`src/mfra_pkg.sv`:
```
// Constants shared by the media and floating-point register aliasing block.
package mfra_pkg;

   // ------------------------------------------------------------------
   // Bus register map
   // ------------------------------------------------------------------
   localparam logic [31:0] MFRA_OFF_CTRL = 32'h0000_0000;
   localparam logic [31:0] MFRA_OFF_STATUS = 32'h0000_0004;
   localparam logic [31:0] MFRA_OFF_TAGS = 32'h0000_0008;
   localparam logic [31:0] MFRA_OFF_FAULT = 32'h0000_000c;
   localparam int unsigned MFRA_CTRL_TS_BIT = 0;
   localparam int unsigned MFRA_CTRL_EM_BIT = 1;
   localparam int unsigned MFRA_CTRL_EXC_BIT = 2;
   localparam int unsigned MFRA_CTRL_STEP_BIT = 3;
   localparam logic [3:0] MFRA_CTRL_RST = 4'h0;
   localparam int unsigned MFRA_STAT_PEND_BIT = 0;
   localparam int unsigned MFRA_STAT_TOP_LSB = 11;
   localparam logic [2:0] MFRA_TOP_RST = 3'h0;
   localparam logic [7:0] MFRA_FAULT_RST = 8'h00;

   // ------------------------------------------------------------------
   // Storage layout and tag encodings
   // ------------------------------------------------------------------
   localparam logic [15:0] MFRA_SIGN_EXP_ONES = 16'hffff;
   localparam logic [14:0] MFRA_EXP_MAX = 15'h7fff;
   localparam logic [14:0] MFRA_EXP_ZERO = 15'h0000;
   localparam logic [63:0] MFRA_MANT_ZERO = 64'h0000_0000_0000_0000;
   localparam logic [1:0] MFRA_TAG_VALID = 2'h0;
   localparam logic [1:0] MFRA_TAG_ZERO = 2'h1;
   localparam logic [1:0] MFRA_TAG_SPECIAL = 2'h2;
   localparam logic [1:0] MFRA_TAG_EMPTY = 2'h3;
   localparam logic [15:0] MFRA_TAGW_VALID = 16'h0000;
   localparam logic [15:0] MFRA_TAGW_EMPTY = 16'hffff;

   // ------------------------------------------------------------------
   // Fault vectors and operation codes
   // ------------------------------------------------------------------
   localparam logic [7:0] MFRA_VEC_NONE = 8'h00;
   localparam logic [7:0] MFRA_VEC_BAD_OP = 8'h06;
   localparam logic [7:0] MFRA_VEC_NO_DEV = 8'h07;
   localparam logic [7:0] MFRA_VEC_FP_ERR = 8'h10;
   localparam logic [3:0] MFRA_OP_MEDIA_WR = 4'h0;
   localparam logic [3:0] MFRA_OP_MEDIA_RD = 4'h1;
   localparam logic [3:0] MFRA_OP_EMPTY = 4'h2;
   localparam logic [3:0] MFRA_OP_FP_WR = 4'h3;
   localparam logic [3:0] MFRA_OP_FP_RD = 4'h4;
   localparam logic [3:0] MFRA_OP_FP_TOP = 4'h5;
   localparam logic [3:0] MFRA_OP_STATE_STORE = 4'h6;
   localparam logic [3:0] MFRA_OP_ENV_STORE = 4'h7;
   localparam logic [3:0] MFRA_OP_STATE_RESTORE = 4'h8;
   localparam logic [3:0] MFRA_OP_ENV_LOAD = 4'h9;

   typedef enum logic [1:0] {
      MFRA_OPC_MEDIA = 2'b01,
      MFRA_OPC_FP = 2'b10
   } mfra_class_e;

endpackage : mfra_pkg

```
`src/mfra_regfile.sv`:
```
// Shared media and floating-point register file with tag and fault logic.
//
// What this block does
// - Media registers share the floating-point mantissa storage.
// - Media write fills mantissa, sets sign/exponent ones.
// - Floating-point mantissa writes appear in media registers.
// - Media registers use fixed physical locations.
// - Media instructions leave stack top at zero.
// - Stack names relative to top; tags physical.
// - Physical p appears as (p minus top) mod 8.
// - Media instructions except empty set tags valid.
// - Empty instruction sets tags empty, keeps contents.
// - Stored tag word computed from register contents.
// - Media behaviour ignores the tag word.
// - Floating writes set one tag; restores load all.
// - Media read sets tags valid, top zero only.
// - Task switched flag raises vector 7 fault.
// - State store and restore carry media contents.
// - Pending enabled error reported on media instruction.
// - Reported error leaves floating-point state untouched.
// - Emulate flag makes media instructions raise vector 6.
// - Debug stepping applies to media instructions too.
// - Media instructions never touch arithmetic flags.
`timescale 1ns/1ps

module mfra_regfile (
   input wire logic hclk,
   input wire logic hresetn,
   input wire logic hsel,
   input wire logic [31:0] haddr,
   input wire logic [1:0] htrans,
   input wire logic hwrite,
   input wire logic [2:0] hsize,
   input wire logic [31:0] hwdata,
   input wire logic hready,
   output logic [31:0] hrdata,
   output logic hreadyout,
   output logic hresp,
   input wire logic op_valid,
   input wire logic [3:0] op_code,
   input wire logic [2:0] op_reg,
   input wire logic [79:0] op_wdata,
   input wire logic [15:0] op_tag_load,
   input wire logic [2:0] op_top_load,
   input wire logic op_tag_empty,
   input wire logic fp_exc_raise,
   output logic resp_valid,
   output logic resp_fault,
   output logic [7:0] resp_vector,
   output logic [79:0] resp_data,
   output logic [15:0] resp_tag_word,
   output logic [2:0] stack_top_field,
   output logic fp_error_out,
   output logic flags_write_en,
   output logic debug_trap
);
   import mfra_pkg::*;

   // ------------------------------------------------------------------
   // Shared storage
   // ------------------------------------------------------------------
   // One array serves both datapaths, so a media write and a later
   // floating-point read can never disagree about a mantissa.
   logic [79:0] fp_r [8];
   logic [79:0] fp_nxt [8];
   logic [1:0] tag_r [8];
   logic [1:0] tag_nxt [8];
   logic [2:0] top_r;
   logic [2:0] top_nxt;
   logic [1:0] calc_tag [8];
   logic [15:0] calc_tag_word;
   logic [15:0] tag_word;
   logic [639:0] fp_flat;

   // ------------------------------------------------------------------
   // Bus-side state
   // ------------------------------------------------------------------
   logic [3:0] ctrl_r;
   logic [3:0] ctrl_nxt;
   logic pend_r;
   logic pend_nxt;
   logic [7:0] fault_r;
   logic [7:0] fault_nxt;
   logic wr_pend_r;
   logic wr_pend_nxt;
   logic [3:0] wr_addr_r;
   logic [3:0] wr_addr_nxt;
   logic [31:0] hrdata_r;
   logic [31:0] hrdata_nxt;
   logic hreadyout_r;
   logic fperr_r;
   logic fperr_nxt;

   // ------------------------------------------------------------------
   // Response state
   // ------------------------------------------------------------------
   logic resp_valid_r;
   logic resp_valid_nxt;
   logic resp_fault_r;
   logic resp_fault_nxt;
   logic [7:0] resp_vec_r;
   logic [7:0] resp_vec_nxt;
   logic [79:0] resp_data_r;
   logic [79:0] resp_data_nxt;
   logic [15:0] resp_tag_r;
   logic [15:0] resp_tag_nxt;
   logic trap_r;
   logic trap_nxt;
   logic flags_we_r;

   logic [7:0] op_vec;
   logic is_media;
   logic is_known;
   logic [2:0] exec_phys;
   logic [1:0] op_class;

   // ------------------------------------------------------------------
   // Per-entry tag calculation and flattened views
   // ------------------------------------------------------------------
   for (genvar gi = 0; gi < 8; gi++) begin : g_entry
      assign calc_tag[gi] =
         (tag_r[gi] == MFRA_TAG_EMPTY) ? MFRA_TAG_EMPTY :
         (fp_r[gi][78:64] == MFRA_EXP_MAX) ? MFRA_TAG_SPECIAL :
         (fp_r[gi][78:64] != MFRA_EXP_ZERO) ? MFRA_TAG_VALID :
         (fp_r[gi][63:0] == MFRA_MANT_ZERO) ? MFRA_TAG_ZERO :
         MFRA_TAG_SPECIAL;
      assign calc_tag_word[2*gi+:2] = calc_tag[gi];
      assign tag_word[2*gi+:2] = tag_r[gi];
      assign fp_flat[80*gi+:80] = fp_r[gi];
   end

   // ------------------------------------------------------------------
   // Operation decode and fault priority
   // ------------------------------------------------------------------
   always_comb begin
      is_media = (op_code == MFRA_OP_MEDIA_WR) ||
         (op_code == MFRA_OP_MEDIA_RD) || (op_code == MFRA_OP_EMPTY);
      is_known = op_code <= MFRA_OP_ENV_LOAD;
      op_class = is_media ? MFRA_OPC_MEDIA : MFRA_OPC_FP;
      // Stack-relative names are resolved here; 3-bit wrap is mod 8.
      exec_phys = op_reg + top_r;
      op_vec = MFRA_VEC_NONE;
      if (!is_known) begin
         op_vec = MFRA_VEC_BAD_OP;
      end else if (is_media && ctrl_r[MFRA_CTRL_EM_BIT]) begin
         op_vec = MFRA_VEC_BAD_OP;
      end else if (ctrl_r[MFRA_CTRL_TS_BIT]) begin
         op_vec = MFRA_VEC_NO_DEV;
      end else if (is_media && pend_r && ctrl_r[MFRA_CTRL_EXC_BIT]) begin
         op_vec = MFRA_VEC_FP_ERR;
      end
   end

   // ------------------------------------------------------------------
   // Execution next state
   // ------------------------------------------------------------------
   always_comb begin
      fp_nxt = fp_r;
      tag_nxt = tag_r;
      top_nxt = top_r;
      resp_valid_nxt = op_valid;
      resp_fault_nxt = 1'b0;
      resp_vec_nxt = MFRA_VEC_NONE;
      resp_data_nxt = resp_data_r;
      resp_tag_nxt = resp_tag_r;
      trap_nxt = 1'b0;
      if (op_valid && op_vec != MFRA_VEC_NONE) begin
         // A faulting instruction changes nothing, so the handler sees
         // the state exactly as it stood and can restart the op.
         resp_fault_nxt = 1'b1;
         resp_vec_nxt = op_vec;
      end else if (op_valid) begin
         trap_nxt = ctrl_r[MFRA_CTRL_STEP_BIT];
         if (op_class == MFRA_OPC_MEDIA) begin
            // Media ops index physically and never look at tag_r.
            top_nxt = MFRA_TOP_RST;
            for (int i = 0; i < 8; i++) begin
               tag_nxt[i] = MFRA_TAG_VALID;
            end
         end
         case (op_code)
            MFRA_OP_MEDIA_WR: begin
               fp_nxt[op_reg] = {MFRA_SIGN_EXP_ONES, op_wdata[63:0]};
            end
            MFRA_OP_MEDIA_RD: begin
               resp_data_nxt = {16'h0000, fp_r[op_reg][63:0]};
            end
            MFRA_OP_EMPTY: begin
               for (int i = 0; i < 8; i++) begin
                  tag_nxt[i] = MFRA_TAG_EMPTY;
               end
            end
            MFRA_OP_FP_WR: begin
               fp_nxt[exec_phys] = op_wdata;
               tag_nxt[exec_phys] = op_tag_empty ? MFRA_TAG_EMPTY :
                  MFRA_TAG_VALID;
            end
            MFRA_OP_FP_RD: begin
               resp_data_nxt = fp_r[exec_phys];
            end
            MFRA_OP_FP_TOP: begin
               top_nxt = op_top_load;
            end
            MFRA_OP_STATE_STORE: begin
               resp_data_nxt = fp_r[op_reg];
               resp_tag_nxt = calc_tag_word;
            end
            MFRA_OP_ENV_STORE: begin
               resp_tag_nxt = calc_tag_word;
            end
            MFRA_OP_STATE_RESTORE: begin
               fp_nxt[op_reg] = op_wdata;
               top_nxt = op_top_load;
               for (int i = 0; i < 8; i++) begin
                  tag_nxt[i] = op_tag_load[2*i+:2];
               end
            end
            MFRA_OP_ENV_LOAD: begin
               top_nxt = op_top_load;
               for (int i = 0; i < 8; i++) begin
                  tag_nxt[i] = op_tag_load[2*i+:2];
               end
            end
            default: begin
               resp_data_nxt = resp_data_r;
            end
         endcase
      end
   end

   always_ff @(posedge hclk or negedge hresetn) begin
      if (!hresetn) begin
         for (int i = 0; i < 8; i++) begin
            fp_r[i] <= 80'h0;
            tag_r[i] <= MFRA_TAG_EMPTY;
         end
         top_r <= MFRA_TOP_RST;
         resp_valid_r <= 1'b0;
         resp_fault_r <= 1'b0;
         resp_vec_r <= MFRA_VEC_NONE;
         resp_data_r <= 80'h0;
         resp_tag_r <= MFRA_TAGW_EMPTY;
         trap_r <= 1'b0;
         flags_we_r <= 1'b0;
      end else begin
         fp_r <= fp_nxt;
         tag_r <= tag_nxt;
         top_r <= top_nxt;
         resp_valid_r <= resp_valid_nxt;
         resp_fault_r <= resp_fault_nxt;
         resp_vec_r <= resp_vec_nxt;
         resp_data_r <= resp_data_nxt;
         resp_tag_r <= resp_tag_nxt;
         trap_r <= trap_nxt;
         // This block never asks for the arithmetic flags to change.
         flags_we_r <= 1'b0;
      end
   end

   // ------------------------------------------------------------------
   // Bus slave
   // ------------------------------------------------------------------
   // Reads are answered with zero wait states from the next-state values (the tag word from tag_r),
   // so a read right after a write already sees the written value.
   always_comb begin
      wr_pend_nxt = 1'b0;
      wr_addr_nxt = wr_addr_r;
      ctrl_nxt = ctrl_r;
      pend_nxt = pend_r;
      fault_nxt = fault_r;
      hrdata_nxt = hrdata_r;
      if (wr_pend_r && wr_addr_r == MFRA_OFF_CTRL[3:0]) begin
         ctrl_nxt = hwdata[3:0];
      end
      // A new error in the clearing cycle wins over the clear.
      if (wr_pend_r && wr_addr_r == MFRA_OFF_STATUS[3:0] &&
          hwdata[MFRA_STAT_PEND_BIT]) begin
         pend_nxt = 1'b0;
      end
      if (fp_exc_raise) begin
         pend_nxt = 1'b1;
      end
      if (resp_fault_nxt) begin
         fault_nxt = resp_vec_nxt;
      end
      if (hready && hsel && htrans[1]) begin
         wr_pend_nxt = hwrite && (haddr[31:4] == 28'h0);
         wr_addr_nxt = haddr[3:0];
         hrdata_nxt = 32'h0000_0000;
         if (!hwrite && haddr[31:4] == 28'h0) begin
            case (haddr[3:0])
               MFRA_OFF_CTRL[3:0]: hrdata_nxt[3:0] = ctrl_nxt;
               MFRA_OFF_STATUS[3:0]: begin
                  hrdata_nxt[MFRA_STAT_PEND_BIT] = pend_nxt;
                  hrdata_nxt[MFRA_STAT_TOP_LSB+:3] = top_nxt;
               end
               MFRA_OFF_TAGS[3:0]: hrdata_nxt[15:0] = tag_word;
               MFRA_OFF_FAULT[3:0]: hrdata_nxt[7:0] = fault_nxt;
               default: hrdata_nxt = 32'h0000_0000;
            endcase
         end
      end
      fperr_nxt = pend_nxt && ctrl_nxt[MFRA_CTRL_EXC_BIT];
   end

   always_ff @(posedge hclk or negedge hresetn) begin
      if (!hresetn) begin
         ctrl_r <= MFRA_CTRL_RST;
         pend_r <= 1'b0;
         fault_r <= MFRA_FAULT_RST;
         wr_pend_r <= 1'b0;
         wr_addr_r <= 4'h0;
         hrdata_r <= 32'h0000_0000;
         hreadyout_r <= 1'b1;
         fperr_r <= 1'b0;
      end else begin
         ctrl_r <= ctrl_nxt;
         pend_r <= pend_nxt;
         fault_r <= fault_nxt;
         wr_pend_r <= wr_pend_nxt;
         wr_addr_r <= wr_addr_nxt;
         hrdata_r <= hrdata_nxt;
         hreadyout_r <= 1'b1;
         fperr_r <= fperr_nxt;
      end
   end

   assign hrdata = hrdata_r;
   assign hreadyout = hreadyout_r;
   assign hresp = 1'b0;
   assign resp_valid = resp_valid_r;
   assign resp_fault = resp_fault_r;
   assign resp_vector = resp_vec_r;
   assign resp_data = resp_data_r;
   assign resp_tag_word = resp_tag_r;
   assign stack_top_field = top_r;
   assign fp_error_out = fperr_r;
   assign flags_write_en = flags_we_r;
   assign debug_trap = trap_r;
endmodule : mfra_regfile

```
`config.mk`:
```
export PLATFORM = sky130hd
export DESIGN_NAME = mfra_regfile
export DESIGN_NICKNAME = d
export VERILOG_FILES = /design/src/mfra_pkg.sv /design/src/mfra_regfile.sv
export SDC_FILE = /design/constraint.sdc
export NUM_CORES = 2
export LEC_CHECK = 0
export BUFFER_PORTS_ARGS = -buffer_cell sky130_fd_sc_hd__buf_2
export CORE_MARGIN = 5
export CORE_UTILIZATION = 55
export CTS_BUF_LIST = sky130_fd_sc_hd__clkbuf_8
export DETAILED_ROUTE_END_ITERATION = 16
export PLACE_DENSITY = 0.74
export SETUP_SLACK_MARGIN = 0.3
export SYNTH_ARGS = -nofsm -noshare
export SYNTH_HDL_FRONTEND = slang
export SYNTH_SLANG_ARGS = --single-unit
```
`constraint.sdc`:
```
create_clock -name hclk -period 3.15 [get_ports hclk]
set_clock_uncertainty 0.05 [all_clocks]
set_input_delay 0.4725 -clock hclk [delete_from_list [all_inputs] [get_ports hclk]]
set_output_delay 0.4725 -clock hclk [all_outputs]
set_load 0.005 [all_outputs]
```
# --- After elaboration in Yosys (flattened, before gate mapping) ---
# Index checks and enable logic that the tools add are counted.
classes:
  n_addsub: 1
  n_lt_le_gt_ge: 5
  eq_ne: 30
  n_mux: 80
  bitwise: 3
  n_reduce_logical: 47
op_table:
  columns: ["cell", "n"]
  rows:
  - ["$bwmux 640", 3]
  - ["$pmux 640 s3", 1]
  - ["$logic_not 64->1", 8]
  - ["$bmux 80 s3", 2]
  - ["$demux 80 s3", 2]
  - ["$mux 80", 6]
  - ["$pmux 80 s3", 1]
  - ["$eq 15x15->1 const B", 8]
  - ["$reduce_bool 15->1", 8]
  - ["$mux 2", 36]
  - ["$mux 16", 4]
  - ["$pmux 16 s3", 1]
  - ["$logic_not 28->1", 1]
  - ["$eq 4x3->1 const B", 6]
  - ["$mux 8", 3]
  - ["$bwmux 16", 1]
  - ["$eq 2x2->1 const B", 8]
  - ["$eq 4x4->1 const B", 4]
  - ["$mux 3", 5]
  - ["$mux 5", 3]
  - ["$logic_and 1x1->1", 14]
  - ["$logic_not 4->1", 3]
  - ["$pmux 3 s3", 1]
  - ["$reduce_and 3->1", 3]
  - ["other kinds (22)", 34]
totals:
  regBits: 817
  in_bits: 183
  word_cells: 196

# --- Logic depth before layout (Yosys ltp) ---
depth:
  word_depth: 15
  mapped_depth: 12

# --- Worst setup path before layout ---
# Ideal clock, no wire load.
synth_timing:
  path_kind: "input to register"
  from: "input port op_reg[0]"
  to: "register resp_data_r[62], in the netlist resp_data[62]"
  setup_ns: 0.133
  arrival_ns: 2.774
  slack_ns: 0.193
  path_stages: 10
  path_buffers: 5
  cell_sequence: "ha_1 > fa_1 > buf_2 > buf_2 > buf_2 > clkbuf_1 > clkbuf_1 > a211oi_1 > o311ai_0 > nand2_1"
synth_between:
  elab_chain_cells: 6
  word_cells_on_any_way: 10
  cone_classes: "add/sub (1); mux (7); bitwise (2)"
synth_rtl:
  columns: ["item", "line", "text"]
  rows:
  - ["from (decl)", "mfra_regfile.sv:41", "input wire logic [2:0] op_reg,"]
  - ["$add 3x3->3", "mfra_regfile.sv:141", "exec_phys = op_reg + top_r;"]
  - ["$not 3->4 (not written as such)", "mfra_regfile.sv:199", "resp_data_nxt = fp_r[exec_phys];"]
  - ["$bmux 80 s3", "mfra_regfile.sv:199", null]
  - ["$mux 80 (not written as such) (2 in series)", "mfra_regfile.sv:199", null]
  - ["$pmux 80 s3 *", "mfra_regfile.sv:181", "case (op_code)"]
  - ["to (signal assigned)", "mfra_regfile.sv:252", "resp_data_r <= resp_data_nxt;"]
  - ["to (decl)", "mfra_regfile.sv:103", "logic [79:0] resp_data_r;"]
# Every way passes the cells marked *; elsewhere a longest branch is shown, timed or not. The select of a mux whose other input is x is not followed.
# A chain may end at the register's enable or synchronous reset.

# --- Final worst setup path ---
layout_timing:
  from: "register fp_r, in the netlist fp_flat[114]"
  to: "register resp_tag_r[3], in the netlist resp_tag_word[3]"
layout_between:
  elab_chain_cells: 5
layout_rtl:
  columns: ["item", "line", "text"]
  rows:
  - ["from (decl)", "mfra_regfile.sv:64", "logic [79:0] fp_r [8];"]
  - ["from (signal assigned)", "mfra_regfile.sv:246", "fp_r <= fp_nxt;"]
  - ["$logic_not 64->1", "mfra_regfile.sv:125", "(fp_r[gi][63:0] == MFRA_MANT_ZERO) ? MFRA_TAG_ZERO :"]
  - ["$mux 2", "mfra_regfile.sv:125", null]
  - ["$mux 2", "mfra_regfile.sv:124", "(fp_r[gi][78:64] != MFRA_EXP_ZERO) ? MFRA_TAG_VALID :"]
  - ["$mux 2", "mfra_regfile.sv:123", "(fp_r[gi][78:64] == MFRA_EXP_MAX) ? MFRA_TAG_SPECIAL :"]
  - ["$mux 2", "mfra_regfile.sv:122", "(tag_r[gi] == MFRA_TAG_EMPTY) ? MFRA_TAG_EMPTY :"]
  - ["to (signal assigned)", "mfra_regfile.sv:253", "resp_tag_r <= resp_tag_nxt;"]
  - ["to (decl)", "mfra_regfile.sv:105", "logic [15:0] resp_tag_r;"]
# No other way between the ends.

==> flow_metrics.py <==
metrics = {
    "worst_setup_path": {
        "cp-start-kind": "register",
        "endpoint": "resp_tag_word[3]",
        "reg2regPathDepth": 7,
        "r2r_slack_ns": -0.18,
        "cp.arrival_ns": 4.00,
        "path_class": "register to register",
        "end_kind": "register",
        "cp_max_fo": 4,
        "critPathRequiredTime_ns": 3.82,
        "r2r-start": "fp_flat[114]",
        "r2r-end": "resp_tag_word[3]",
        "startpoint": "fp_flat[114]",
    },
    "synthesis": {
        "synth-seq-area-share_pct": 45.94,
        "synth_top_family_by_area": "multiplexers",
        "syn_inst": 4063,
        "yosys.area_share.adder_pct": 0.07488,
        "synth_edf_count": 0,
        "yosys_warnings": 0,
        "ys_seq_elements": 796,
        "synth_compound_area_share_pct": 17.56,
        "synth_mux_area_share_pct": 20.13,
        "synth_ff_type": "dfrtp_1",
        "synthDistinctLibCells": 90,
        "synth_xor_area_share_pct": 0.1699,
        "syn_area_mm2": 0.04344,
        "yosys.area_share.simple_pct": 11.85,
        "synth-async-reset-ratio_pct": 100.0,
        "syn_area_per_cell_um2": 10.69,
    },
    "floorplan": {
        "fp.dieH_um": 291.0,
        "ios": 329,
        "std_cell_rows": 103,
        "core_region_area_mm2": 0.07861,
        "die_area_mm2": 0.08471,
        "dieWidth_um": 291.0,
        "initial_core_util_pct": 55.26,
    },
    "cells_and_area": {
        "final_common_cell": "dfrtp_1",
        "postLayoutCellArea_mm2": 0.05603,
        "nFillCells": 5630,
        "fin_nets": 4923,
        "multi_input_area_mm2": 0.02290,
        "most-common-layout-cells": "dfrtp_1, mux2_2, nand2_1",
        "syn2layout_area_growth_pct": 28.97,
        "final_util_pct": 71.27,
        "drive_gt1_share_pct": 35.01,
        "stdcell_count": 5904,
        "final-seq-area_mm2": 0.01996,
    },
    "power_and_ir_drop": {
        "seq_power_share_pct": 40.3,
        "internal-power_mw": 21.98,
        "clkPwrFrac_pct": 27.6,
        "power_switching_mw": 13.04,
        "ir_drop_uv": 531.3,
        "combPwrFrac_pct": 32.1,
        "p_sw_share_pct": 37.23,
        "p_leak_nw": 24.83,
        "power.density_mw_per_mm2": 625.0,
    },
    "clocking": {
        "clkLatencyLatePin_ns": 0.84,
        "clk_path_buf_depth": 3,
        "root_buffer": "clkbuf_8",
        "htreeDepth": 4,
        "clk_pin_slew_ns": 0.07,
        "cts_buffers": 137,
        "cts.sinks": 796,
        "cts_tree": "done",
    },
    "routing": {
        "drt_wl_total_mm": 207.8,
        "drtAntennaViolNets": 0,
        "route.detailed.drc": 0,
        "wl_per_cell_um": 35.20,
        "drt-initial-drc-count": 7745,
        "vias_per_cell": 7.489,
        "drtPass1Iterations": 10,
        "via_count": 44210,
    },
    "timing": {
        "post-route-min-period_ns": 3.331,
        "grt_setup_unrepaired": "true",
        "setup_slack_ns": -0.1810,
        "hold_viol_final": 0,
        "max_freq_mhz": 300.2,
        "slew_headroom_pct": 34.11,
        "worst_pin_slew_ns": 0.9780,
        "slew_viol_final": 0,
        "fin_crit_sh_pct": 105.7,
        "setup_viol": 75,
    },
    "run_status": {
        "status": "finished with violations",
        "violations": "setup timing",
    },
    "flow_run": {
        "max_cap_viol_count": 0,
    },
    "grt": {
        "grt_usage_pct": 45.31,
        "grt_max_degree": 119,
        "grt_pass1_wl_mm": 287.3,
        "grt_pass1_vias": 41130,
        "grt-ovfl-total": 0,
        "antenna_found_initial": 15,
    },
    "placed_design": {
        "place_congestion": 1.050,
        "dpl_worst_slack_ns": -0.3538,
        "place_hpwl_mm": 130.8,
        "io_buffer_count": 273,
        "placed_area_mm2": 0.04845,
        "place_inst": 5403,
    },
    "min_path": {
        "hp-class": "input pin to register",
    },
}
## power by group through the flow
stage | Combinational, mW | Clock (mW) | Sequential, mW
global route | 11.5 | 10.1 | 14.2
global placement | 9.01 | 0 | 14.0
detailed placement | 9.14 | 0 | 14.1
CTS | 10.1 | 9.64 | 13.9
floorplan | 5.28 | 0 | 13.2
finish | 11.2 | 9.67 | 14.1
## flip-flops by register name, summed over array words and instances, names as in the netlist
signal and cells:
fp_flat 640, resp_data 80, hrdata 16, resp_tag_word 16
tag_r 16, fault_r 8, ctrl_r 4, wr_addr_r 4
resp_vector 3, stack_top_field 3, debug_trap 1, fp_error_out 1
pend_r 1, resp_fault 1, resp_valid 1, wr_pend_r 1
## synth_stat cells, types with 10 or more instances
| master | number | area (um^2) |
|---|---|---|
| a22oi_1 | 153 | 1149 |
| inv_1 | 17 | 63.81 |
| nor2b_1 | 24 | 150.1 |
| o21ai_0 | 164 | 820.8 |
| nand3_1 | 66 | 330.3 |
| buf_2 | 149 | 745.7 |
| o22ai_1 | 62 | 387.9 |
| nand4_1 | 67 | 419.2 |
| o2bb2ai_1 | 11 | 96.34 |
| buf_4 | 46 | 345.3 |
| dfrtp_1 | 764 | 19120 |
| a21oi_1 | 169 | 845.8 |
| a211oi_1 | 31 | 232.7 |
| a21o_1 | 16 | 120.1 |
| nor2_1 | 125 | 469.2 |
| nor4_1 | 196 | 1226 |
| buf_1 | 26 | 97.59 |
| mux2i_1 | 137 | 1371 |
| dfstp_2 | 32 | 840.8 |
| o31ai_1 | 12 | 90.09 |
| or3_1 | 33 | 206.5 |
| mux2_2 | 501 | 5642 |
| mux2_1 | 80 | 900.9 |
| mux4_2 | 37 | 833.3 |
| nor3_1 | 107 | 535.5 |
| o22a_1 | 124 | 1086 |
| a221oi_1 | 24 | 210.2 |
| a221o_1 | 18 | 180.2 |
| a2bb2oi_1 | 13 | 113.9 |
| a222oi_1 | 13 | 130.1 |
| o211ai_1 | 41 | 307.8 |
| o221ai_1 | 40 | 350.3 |
| clkbuf_1 | 147 | 551.8 |
| nand2b_1 | 16 | 100.1 |
| a31oi_1 | 79 | 494.2 |
| nand2_1 | 335 | 1257 |
| a22o_1 | 19 | 166.4 |
| and2_1 | 10 | 62.56 |
## worst min-delay path by stage
stage                       startpoint            end  slack, ns  cells past startpoint
after global placement         hresetn  resp_data[30]       0.34                      1
after floorplan                hresetn      ctrl_r[0]       0.13                      0
after CTS                 op_wdata[75]   fp_flat[395]       0.02                      2
after global routing      op_wdata[75]   fp_flat[475]       0.04                      2
after detailed placement       hresetn  resp_data[30]       0.34                      1
final                     op_wdata[74]   fp_flat[394]       0.05                      2
## worst max-delay path: stages, from the launching register on
cell and delay (ns):
dfrtp_1 0.42, nor4_1 0.58, nand4_1 0.46, nor4_1 0.89, buf_4 0.29, nor2b_1 0.06
a211oi_1 0.33, o21ai_0 0.14
## area by class of cell
class | instances | share of cell area, %
sequential | 796 | 35.63
clock inverter | 67 | 0.7079
clock buffer | 173 | 4.250
inverter | 20 | 0.1340
timing repair buffer | 886 | 16.00
tap | 1050 | 2.345
multi-input combinational | 2897 | 40.87
antenna | 15 | 0.06700
## per-layer routing
layer / GRT usage (%) / wire [um] / vias up
met5: 0 / 135 / -
met1: 59.37 / 71650 / 21500
met3: 17.49 / 34250 / 1365
li1: - / - / 17080
met4: 29.34 / 18840 / 12
met2: 62.71 / 82930 / 4252
## logic make-up after synthesis
family,Yosys count
fa+ha+maj,2
simple gates,1029
compound gates,1083
buf+inv,391
xor+xnor,5
other cells,2
flops,796
mux,755
## metrics by stage
stage	setup TNS, ns	hold WS (ns)	power (mW)
after detailed placement	-28.15	0.3424	23.21
after CTS	0	0.02087	33.68
after floorplan	0	0.1269	18.48
after global routing	-3.064	0.03826	35.80
final	-1.556	0.05460	35.02
after global placement	-19.19	0.3431	23.04
## what timing repair did
| item | CTS | global route |
|---|---|---|
| resized for setup | 166 | 235 |
| endpoints found under the hold margin | 809 | 0 |
| hold buffers | 109 | 0 |
| pin swaps | 30 | 36 |
| endpoints found under the setup margin | 670 | 730 |
| cloned | 26 | 25 |
| buffers inserted | 48 | 38 |
Note: power is estimated with default switching activity, not from simulation.
